--- src/common/vrl_pkg.sv ---
// Package for the voltage reference ladder control block.
// Assumes an AXI4-Lite master with 32-bit data drives the register bus.
package vrl_pkg;
    localparam int ADDR_W = 4;
    localparam logic [3:0] VREF_CONTROL_OFFSET = 4'h0;
    localparam logic [3:0] TAP_STATUS_OFFSET = 4'h4;
    localparam logic [7:0] CONTROL_RESET = 8'h00;
    localparam int POWER_BIT = 7;
    localparam int PIN_OE_BIT = 6;
    localparam int RANGE_BIT = 5;
    localparam int SOURCE_BIT = 4;
    localparam int LEVEL_MSB = 3;
    localparam logic [1:0] RESP_OKAY = 2'h0;
    localparam logic [1:0] RESP_SLVERR = 2'h2;
    // Low range taps step by span/24 from zero, high range taps by span/32
    // from a quarter; both are expressed on a 96-step ladder of span/96.
    localparam logic [6:0] LOW_STEP = 7'h04;
    localparam logic [6:0] HIGH_STEP = 7'h03;
    localparam logic [6:0] HIGH_BASE = 7'h18;
    localparam logic [3:0] LEVEL_MAX = 4'hf;
endpackage

--- src/common/vrl_ctrl_if.sv ---
// Interface carrying the control settings to the tap decoder.
// Assumes one clock domain.
`timescale 1ns/1ps
`default_nettype none
interface vrl_ctrl_if;
    logic range_low;
    logic [3:0] level;
    logic [6:0] tap;
    modport src (output range_low, output level, input tap);
    modport dec (input range_low, input level, output tap);
endinterface
`default_nettype wire

--- src/vrl_top.sv ---
// Voltage reference ladder control with an AXI4-Lite register slave.
// Assumes a single clock and an AXI4-Lite master on the same clock.
`timescale 1ns/1ps
`default_nettype none
module vrl_top (
    // Clock and reset.
    input wire logic CLOCK,
    input wire logic RSTN,
    // AXI4-Lite write address.
    input wire logic S_AXI_AWVALID,
    output logic S_AXI_AWREADY,
    input wire logic [3:0] S_AXI_AWADDR,
    // AXI4-Lite write data.
    input wire logic S_AXI_WVALID,
    output logic S_AXI_WREADY,
    input wire logic [31:0] S_AXI_WDATA,
    input wire logic [3:0] S_AXI_WSTRB,
    // AXI4-Lite write response.
    output logic S_AXI_BVALID,
    input wire logic S_AXI_BREADY,
    output logic [1:0] S_AXI_BRESP,
    // AXI4-Lite read address.
    input wire logic S_AXI_ARVALID,
    output logic S_AXI_ARREADY,
    input wire logic [3:0] S_AXI_ARADDR,
    // AXI4-Lite read data.
    output logic S_AXI_RVALID,
    input wire logic S_AXI_RREADY,
    output logic [31:0] S_AXI_RDATA,
    output logic [1:0] S_AXI_RRESP,
    // Analog ladder controls.
    output logic LADDER_POWER_ENABLE,
    output logic LADDER_PIN_OUTPUT_ENABLE,
    output logic LADDER_SOURCE_SELECT,
    output logic LADDER_RANGE_SELECT,
    output logic [6:0] LADDER_TAP
);
    logic rst_meta;
    logic rst_n;

    always_ff @(posedge CLOCK or negedge RSTN) begin
        if (!RSTN) begin
            rst_meta <= 1'b0;
            rst_n <= 1'b0;
        end else begin
            rst_meta <= 1'b1;
            rst_n <= rst_meta;
        end
    end

    // Write channel state.
    logic aw_held;
    logic [3:0] aw_addr;
    logic w_held;
    logic [31:0] w_data;
    logic w_lane0;
    logic bvalid;
    logic [1:0] bresp;
    logic next_aw_held;
    logic [3:0] next_aw_addr;
    logic next_w_held;
    logic [31:0] next_w_data;
    logic next_w_lane0;
    logic next_bvalid;
    logic [1:0] next_bresp;
    logic aw_ready;
    logic w_ready;
    logic next_aw_ready;
    logic next_w_ready;
    // Read channel state.
    logic rvalid;
    logic [31:0] rdata;
    logic [1:0] rresp;
    logic next_rvalid;
    logic [31:0] next_rdata;
    logic [1:0] next_rresp;
    logic ar_ready;
    logic next_ar_ready;
    // Control register.
    logic [7:0] vref_control_reg;
    logic [7:0] next_vref_control_reg;

    vrl_ctrl_if ctrl ();

    function automatic logic mapped(input logic [3:0] addr);
        mapped = addr == vrl_pkg::VREF_CONTROL_OFFSET
            || addr == vrl_pkg::TAP_STATUS_OFFSET;
    endfunction

    logic do_write;

    always_comb begin
        next_aw_held = aw_held;
        next_aw_addr = aw_addr;
        next_w_held = w_held;
        next_w_data = w_data;
        next_w_lane0 = w_lane0;
        next_bvalid = bvalid;
        next_bresp = bresp;
        next_vref_control_reg = vref_control_reg;
        do_write = 1'b0;
        if (S_AXI_AWVALID && !aw_held) begin
            next_aw_held = 1'b1;
            next_aw_addr = S_AXI_AWADDR;
        end
        if (S_AXI_WVALID && !w_held) begin
            next_w_held = 1'b1;
            next_w_data = S_AXI_WDATA;
            next_w_lane0 = S_AXI_WSTRB[0];
        end
        if (aw_held && w_held && !bvalid) begin
            do_write = 1'b1;
            next_aw_held = 1'b0;
            next_w_held = 1'b0;
            next_bvalid = 1'b1;
            next_bresp = mapped(aw_addr) ? vrl_pkg::RESP_OKAY
                : vrl_pkg::RESP_SLVERR;
            if (aw_addr == vrl_pkg::VREF_CONTROL_OFFSET && w_lane0) begin
                next_vref_control_reg = w_data[7:0];
            end
        end
        if (bvalid && S_AXI_BREADY) begin
            next_bvalid = 1'b0;
        end
        next_aw_ready = !next_aw_held;
        next_w_ready = !next_w_held;
    end

    always_comb begin
        next_rvalid = rvalid;
        next_rdata = rdata;
        next_rresp = rresp;
        if (S_AXI_ARVALID && !rvalid) begin
            next_rvalid = 1'b1;
            next_rresp = mapped(S_AXI_ARADDR) ? vrl_pkg::RESP_OKAY
                : vrl_pkg::RESP_SLVERR;
            if (S_AXI_ARADDR == vrl_pkg::VREF_CONTROL_OFFSET) begin
                next_rdata = {24'h00_0000, vref_control_reg};
            end else if (S_AXI_ARADDR == vrl_pkg::TAP_STATUS_OFFSET) begin
                next_rdata = {25'h000_0000, ctrl.tap};
            end else begin
                next_rdata = 32'h0000_0000;
            end
        end else if (rvalid && S_AXI_RREADY) begin
            next_rvalid = 1'b0;
        end
        next_ar_ready = !next_rvalid;
    end

    always_ff @(posedge CLOCK or negedge rst_n) begin
        if (!rst_n) begin
            aw_held <= 1'b0;
            aw_addr <= 4'h0;
            w_held <= 1'b0;
            w_data <= 32'h0000_0000;
            w_lane0 <= 1'b0;
            bvalid <= 1'b0;
            bresp <= vrl_pkg::RESP_OKAY;
            rvalid <= 1'b0;
            rdata <= 32'h0000_0000;
            rresp <= vrl_pkg::RESP_OKAY;
            aw_ready <= 1'b1;
            w_ready <= 1'b1;
            ar_ready <= 1'b1;
            vref_control_reg <= vrl_pkg::CONTROL_RESET;
        end else begin
            aw_held <= next_aw_held;
            aw_addr <= next_aw_addr;
            w_held <= next_w_held;
            w_data <= next_w_data;
            w_lane0 <= next_w_lane0;
            bvalid <= next_bvalid;
            bresp <= next_bresp;
            rvalid <= next_rvalid;
            rdata <= next_rdata;
            rresp <= next_rresp;
            aw_ready <= next_aw_ready;
            w_ready <= next_w_ready;
            ar_ready <= next_ar_ready;
            vref_control_reg <= next_vref_control_reg;
        end
    end

    // level and range feed the decoder.
    assign ctrl.range_low = vref_control_reg[vrl_pkg::RANGE_BIT];
    assign ctrl.level = vref_control_reg[vrl_pkg::LEVEL_MSB:0];

    vrl_tap_decode u_decode (
        .clk(CLOCK),
        .rst_n(rst_n),
        .ctrl(ctrl)
    );

    logic power_q;
    logic pin_oe_q;
    logic source_q;
    logic range_q;

    always_ff @(posedge CLOCK or negedge rst_n) begin
        if (!rst_n) begin
            power_q <= 1'b0;
            pin_oe_q <= 1'b0;
            source_q <= 1'b0;
            range_q <= 1'b0;
        end else begin
            power_q <= vref_control_reg[vrl_pkg::POWER_BIT];
            pin_oe_q <= vref_control_reg[vrl_pkg::PIN_OE_BIT];
            source_q <= vref_control_reg[vrl_pkg::SOURCE_BIT];
            range_q <= vref_control_reg[vrl_pkg::RANGE_BIT];
        end
    end

    assign S_AXI_AWREADY = aw_ready;
    assign S_AXI_WREADY = w_ready;
    assign S_AXI_BVALID = bvalid;
    assign S_AXI_BRESP = bresp;
    assign S_AXI_ARREADY = ar_ready;
    assign S_AXI_RVALID = rvalid;
    assign S_AXI_RDATA = rdata;
    assign S_AXI_RRESP = rresp;
    assign LADDER_POWER_ENABLE = power_q;
    assign LADDER_PIN_OUTPUT_ENABLE = pin_oe_q;
    assign LADDER_SOURCE_SELECT = source_q;
    assign LADDER_RANGE_SELECT = range_q;
    assign LADDER_TAP = ctrl.tap;

    chk_power_follow: assert property (
        @(posedge CLOCK) disable iff (!rst_n)
        ##1 LADDER_POWER_ENABLE == $past(vref_control_reg[7]))
        else $error("Power enable does not follow control bit.");

    chk_pin_route: assert property (
        @(posedge CLOCK) disable iff (!rst_n)
        ##1 LADDER_PIN_OUTPUT_ENABLE == $past(vref_control_reg[6]))
        else $error("Pin routing does not follow control bit.");

    chk_source_sel: assert property (
        @(posedge CLOCK) disable iff (!rst_n)
        ##1 LADDER_SOURCE_SELECT == $past(vref_control_reg[4]))
        else $error("Source select does not follow control bit.");

    chk_write_lands: assert property (
        @(posedge CLOCK) disable iff (!rst_n)
        do_write && aw_addr == 4'h0 && w_lane0
        |=> vref_control_reg == $past(w_data[7:0]))
        else $error("Control write lost.");

    chk_reg_stable: assert property (
        @(posedge CLOCK) disable iff (!rst_n)
        !do_write |=> $stable(vref_control_reg))
        else $error("Control register changed without a write.");

    chk_read_back: assert property (
        @(posedge CLOCK) disable iff (!rst_n)
        S_AXI_ARVALID && !rvalid && S_AXI_ARADDR == 4'h0
        |=> S_AXI_RVALID && S_AXI_RDATA[7:0] == $past(vref_control_reg))
        else $error("Read data mismatch.");

    chk_write_resp: assert property (
        @(posedge CLOCK) disable iff (!rst_n)
        do_write |=> S_AXI_BVALID)
        else $error("Write response missing.");

    chk_reset_clear: assert property (@(posedge CLOCK)
        $rose(rst_n) |-> vref_control_reg == 8'h00 && !LADDER_POWER_ENABLE)
        else $error("Control not cleared by reset.");
endmodule
`default_nettype wire

--- src/vrl_tap_decode.sv ---
// Tap decoder: turns range and level into a ladder tap index in span/96.
// Assumes settings come from registers on the same clock.
`timescale 1ns/1ps
`default_nettype none
module vrl_tap_decode (
    // Clock and reset.
    input wire logic clk,
    input wire logic rst_n,
    // Settings in, tap out.
    vrl_ctrl_if.dec ctrl
);
    logic [6:0] tap;
    logic [6:0] next_tap;

    always_comb begin
        if (ctrl.range_low) begin
            next_tap = 7'(ctrl.level) * vrl_pkg::LOW_STEP;
        end else begin
            next_tap = vrl_pkg::HIGH_BASE
                + 7'(ctrl.level) * vrl_pkg::HIGH_STEP;
        end
    end

    always_ff @(posedge clk or negedge rst_n) begin
        if (!rst_n) begin
            tap <= vrl_pkg::HIGH_BASE;
        end else begin
            tap <= next_tap;
        end
    end

    assign ctrl.tap = tap;

    chk_low_tap: assert property (@(posedge clk) disable iff (!rst_n)
        ctrl.range_low |=> tap == 7'($past(ctrl.level)) * 7'h04)
        else $error("Low range tap wrong.");

    chk_high_tap: assert property (@(posedge clk) disable iff (!rst_n)
        !ctrl.range_low |=> tap == 7'h18 + 7'($past(ctrl.level)) * 7'h03)
        else $error("High range tap wrong.");
endmodule
`default_nettype wire

--- config.mk ---
export PLATFORM = sky130hd
export DESIGN_NAME = vrl_top
export DESIGN_NICKNAME = d
export VERILOG_FILES = /design/src/common/vrl_pkg.sv /design/src/common/vrl_ctrl_if.sv /design/src/vrl_top.sv /design/src/vrl_tap_decode.sv
export SDC_FILE = /design/constraint.sdc
export NUM_CORES = 1
export LEC_CHECK = 0
export ABC_CLOCK_PERIOD_IN_PS = 2300
export BUFFER_PORTS_ARGS = -buffer_cell sky130_fd_sc_hd__buf_4
export CAP_MARGIN = 20
export CORE_MARGIN = 2
export CORE_UTILIZATION = 47
export DETAILED_ROUTE_END_ITERATION = 7
export PLACE_DENSITY = 0.88
export SYNTH_ARGS = -nofsm -noshare
export SYNTH_HDL_FRONTEND = slang
export SYNTH_HIERARCHICAL = 1
export SYNTH_SLANG_ARGS = --single-unit
--- constraint.sdc ---
create_clock -name CLOCK -period 2.3 [get_ports CLOCK]
set_clock_uncertainty 0.15 [all_clocks]
set_input_delay 0.115 -clock CLOCK [delete_from_list [all_inputs] [get_ports CLOCK]]
set_output_delay 0.115 -clock CLOCK [all_outputs]
set_load 0.02 [all_outputs]
### After elaboration in Yosys (flattened, before gate mapping)

Index checks and enable logic that the tools add are counted.

* $add $sub $neg: 1
* multiply operators: 1
* div/mod/pow operators: 0
* $lt $le $gt $ge: 0
* eq/ne operators: 2
* shifts and indexed selects: 0
* muxes and demuxes: 13
* bitwise gates (word level): 0
* reductions and logical operators: 21

Operators by type and width (count)
* two-way mux 7 bit: 2
* == test 4 x 3 -> 1 bit (second input constant): 2
* logical AND 1 bit: 8
* zero test 4 bit: 2
* two-way mux 1 bit: 8
* two-way mux 8 bit: 1
* adder 5 x 6 -> 7 bit (first input constant): 1
* zero test 1 bit: 7
* multiplier 4 x 2 -> 6 bit (second input constant): 1
* two-way mux 2 bit: 2
* logical OR 1 bit: 2
* AND reduction 2 bit: 1
* nonzero test 2 bit: 1

* flip-flop bits (word level): 77
* latch bits: 0
* bits in writable memories: 0
* bits in read-only memories: 0
* input bits: 51
* memories kept: 0

### Logic depth before layout (Yosys ltp)

* depth after elaboration: 5
* gate-level depth with buffers: 7

### Hierarchy

Netlist, hierarchy kept.

Modules (own cells, without submodules)
* vrl_top: times used 1, cells an instance 142, area an instance 1934.4 µm²
* vrl_tap_decode: times used 1, cells an instance 34, area an instance 414.1 µm²

### Worst setup path after synthesis

Ideal clock, no wire load.

* kind: reg-to-reg
* start: register vref_control_reg[2]
* end: register u_decode.tap[6] (netlist: u_decode/ctrl.tap[6])
* setup time: 0.086 ns
* arrival time: 1.624 ns
* data required time: 2.064 ns
* path slack: 0.440 ns
* stages on the path, launching flop included: 8
* path buffers: 0
* clock period less this slack: 1.860 ns
* cells stage by stage: dfrtp_1 ha_1 ha_1 inv_1 fa_1 nor2_1 nor2_1 nor3_1

* longest elaborated chain between the ends: 3

Ends and longest elaborated chain
* from (decl): line vrl_top.sv:80 `logic [7:0] vref_control_reg;`
* from (signal assigned): line vrl_top.sv:165 `vref_control_reg <= vrl_pkg::CONTROL_RESET;`
* from (signal assigned): line vrl_top.sv:180 `vref_control_reg <= next_vref_control_reg;`
* multiplier 4 x 2 -> 6 bit: line vrl_tap_decode.sv:20 `+ 7'(ctrl.level) * vrl_pkg::HIGH_STEP;`
* adder 5 x 6 -> 7 bit: line vrl_tap_decode.sv:20
* two-way mux 7 bit: line vrl_tap_decode.sv:16 `if (ctrl.range_low) begin`
* net u_decode.next_tap[6]: line vrl_tap_decode.sv:13 `logic [6:0] next_tap;`
* to (signal assigned): line vrl_tap_decode.sv:26 `tap <= vrl_pkg::HIGH_BASE;`
* to (signal assigned): line vrl_tap_decode.sv:28 `tap <= next_tap;`
* to (decl): line vrl_tap_decode.sv:12 `logic [6:0] tap;`

The timed path passes the listed nets, and every way through them passes these cells.
A chain may end at the register's enable or synchronous reset.

### Final worst setup path

* start: register vref_control_reg[1]
* end: register u_decode.tap[6] (netlist: u_decode/ctrl.tap[6])

Same word-level chain as after synthesis.

==> run_results.csv <==
group,metric,value,unit
worst_setup_path,endpoint_kind,"flop",
logic_synthesis,synth_seq_cells,51,
worst_setup_path,r2r_setup_slack,0.35,ns
global_routing,overflow,0,
worst_setup_path,cp_max_fo,5,
cts,clk-insertion-delay-late,0.30,ns
logic_synthesis,yosysUniqueCellTypes,30,
drt,firstDrtPassIters,4,
worst_setup_path,crit_start,"vref_control_reg[1]",
placed_design,io_buffers,49,
floorplan,initial_utilization,0.491,
sta,hold_viol,0,
sta,slew_violations,0,
worst_setup_path,reg2reg_depth,7,
placed_design,gp_congestion,0.775,
drt,drc,0,
global_routing,grt_max_degree,28,
drt,routed_wl,4010,um
worst_setup_path,criticalPathCategory,"flop to flop",
cts,clk_pin_slew,0.09,ns
floorplan,ios,103,
drt,wire_per_inst,12.7,um
cts,clockBufferDepth,2,
worst_setup_path,arrival,2.01,ns
worst_setup_path,crit_path_end,"u_decode/ctrl.tap[6]",
worst_setup_path,critPathSlowestCell,"dfrtp_1",
sta,tns,0,ns
cts,clockRootBuffer,"clkbuf_8",
finish,nNetsFinal,306,
power,power_density,1050,nW/um^2
finish,drive_above_1_share,0.378,
flow_run,maxCapViolations,0,
worst_setup_path,reg2reg_to,"u_decode/ctrl.tap[6]",
sta,post-route-period-util,0.848,
placed_design,place_inst,287,
floorplan,core_area,4790,um^2
floorplan,die_height,74.7,um
cts,post_cts_buffers,0,
logic_synthesis,synthCells,176,
min_path,hold_path.class,"flop to asynchronous set/reset pin",
drt,routed_via_density,4.46,
sta,finalSetupViolCount,0,
finish,utilization,0.620,
power,p_leak,1.48,nW
drt,vias,1409,
finish,fillers,393,
power,total_power,3.12,mW
worst_setup_path,crit_cells,7,
finish,antenna_cells,0,
global_routing,grt_pass1_wl,6870,um
drt,detail-route-antenna-nets,0,
sta,slew_headroom,0.596,
finish,layoutNonFillerInstCount,316,
worst_setup_path,required,2.36,ns
logic_synthesis,avgSynthCellArea,13.3,um^2
global_routing,first_global_vias,1496,
cts,cts_sinks,51,
logic_synthesis,yosysWarnings,6,
global_routing,antenna_found_initial,0,
floorplan,num_rows,25,
floorplan,dieArea,5580,um^2
worst_setup_path,timing.rr.start,"vref_control_reg[1]",
floorplan,dieWidth,74.7,um
placed_design,dpl.hpwl,2890,um
worst_setup_path,max_stage_delay,0.44,ns
sta,max_freq,513,MHz
sta,worst_slew_pin_slew,0.606,ns
power,peakVddDrop,0.000778,V
worst_setup_path,cp_num_buf_inv,1,
sta,post-route-min-period,1.95,ns
finish,final_common_cell,"buf_4",
finish,area_delta_synth_final,26.3,%
cts,cts_tree,"built",
logic_synthesis,yosysSeqAreaShare,0.546,
worst_setup_path,crit_family,"adder cells",
worst_setup_path,crit_chain,"ha_1 > ha_1 > inv_1 > fa_1 > nor2_1 > nor2_1 > nor3_1",
finish,mostFrequentLayoutCells,"buf_4, dfrtp_1, conb_1, dlygate4sd3_1, mux2_2",
cts,htreeDepth,2,
global_routing,track_usage,0.167,
drt,drt_iter0_drc,39,
sta,grt_setup_unrepaired,"false",
status,status,"complete, no violations",
logic_synthesis,syn-cell-area,2350,um^2
worst_setup_path,start_kind,"flop",
cts,cts_buffers,5,
==> logic make-up (layout without fill, tap and decap cells) <==
| family | after synthesis | count (layout) | synth area share |
|---|---|---|---|
| AO/OA/AOI/OAI | 16 | 16 | 0.0479 |
| XOR/XNOR | 2 | 2 | 0.00746 |
| adder cells (fa/ha/maj) | 7 | 7 | 0.0437 |
| buffers and inverters | 43 | 91 | 0.119 |
| flip-flops | 51 | 51 | 0.546 |
| multiplexers | 30 | 30 | 0.155 |
| other | 2 | 27 | 0.00320 |
| AND/OR/NAND/NOR | 25 | 25 | 0.0778 |
==> per-layer routing <==
metal	part of all wire	GRT usage
met1	0.40	0.188
met2	0.52	0.302
met3	0.071	0.0616
met4	0.011	0.0417
met5	0	0
==> where the power goes <==
group	internal (mW)	switching (mW)	leakage, nW
clock network	0.214	0.270	0.0422
logic	0.606	0.543	0.809
registers	1.24	0.251	0.631
total	2.06	1.06	1.48
==> cells in the mapped netlist <==
cell type  number  area [um^2]
nor2b_1         2         12.5
o31ai_1         7         52.6
nand2b_1        1         6.26
mux2_4          9          135
o21ai_0         6         30.0
nor2_1          3         11.3
nor3_1          1         5.00
nand4bb_4       1         27.5
buf_4          26          195
dfstp_2         5          131
and2b_2         1         8.76
buf_2           4         20.0
a21oi_2         1         8.76
nor3_4          1         16.3
mux2i_1         7         70.1
fa_1            2         40.0
buf_6           2         22.5
ha_1            5         62.6
nand3b_4        2         40.0
dfrtp_1        46         1150
and2b_1         1         7.51
nand2_1        11         41.3
or3_1           1         6.26
conb_1          2         7.51
a21oi_1         1         5.00
clkbuf_2        1         5.00
inv_1          10         37.5
xnor2_1         2         17.5
mux2_2         14          158
o41ai_2         1         16.3
==> how the worst min path moves through the flow <==
stage | to | startpoint | cells after the start
finish | u_decode/ctrl.tap[5] | rst_n | 0
floorplan | rst_meta | RSTN | 0
global placement | rst_meta | RSTN | 1
detailed placement | rst_meta | RSTN | 1
global route | w_held | rst_n | 0
CTS | aw_addr[3] | rst_n | 0
==> final cells by class <==
| class | instances | area, um^2 | area share |
|---|---|---|---|
| timing repair buffer | 73 | 601 | 0.202 |
| sequential | 51 | 1280 | 0.433 |
| tap | 67 | 83.8 | 0.0283 |
| multi-input combinational | 107 | 880 | 0.296 |
| clock inverter | 1 | 5.00 | 0.00169 |
| clock buffer | 7 | 76.3 | 0.0257 |
| inverter | 10 | 37.5 | 0.0127 |
==> worst reg2reg max path: cells and delay by family, from the launching register on <==
family,cells,cell delay (ns)
adders and majority gates,3,0.91
DFF,1,0.44
and+or+nand+nor,3,0.30
buffers and inverters,1,0.07
==> what timing repair did <==
item,CTS,global route
hold buffers,21,0
hold endpoints to repair,23,0
gates resized for setup,0,0
==> metrics by stage <==
stage          setup slack, ns  area [um^2]  hold slack [ns]
2_1_floorplan            0.440         2440           -0.331
3_3_place_gp             0.382         2680           -0.252
3_5_place_dp             0.362         2680           -0.252
4_1_cts                  0.344         2970            0.141
5_1_grt                  0.231         2970            0.177
6_report                 0.351         2970            0.110
Note: power is estimated with default switching activity, not from simulation.
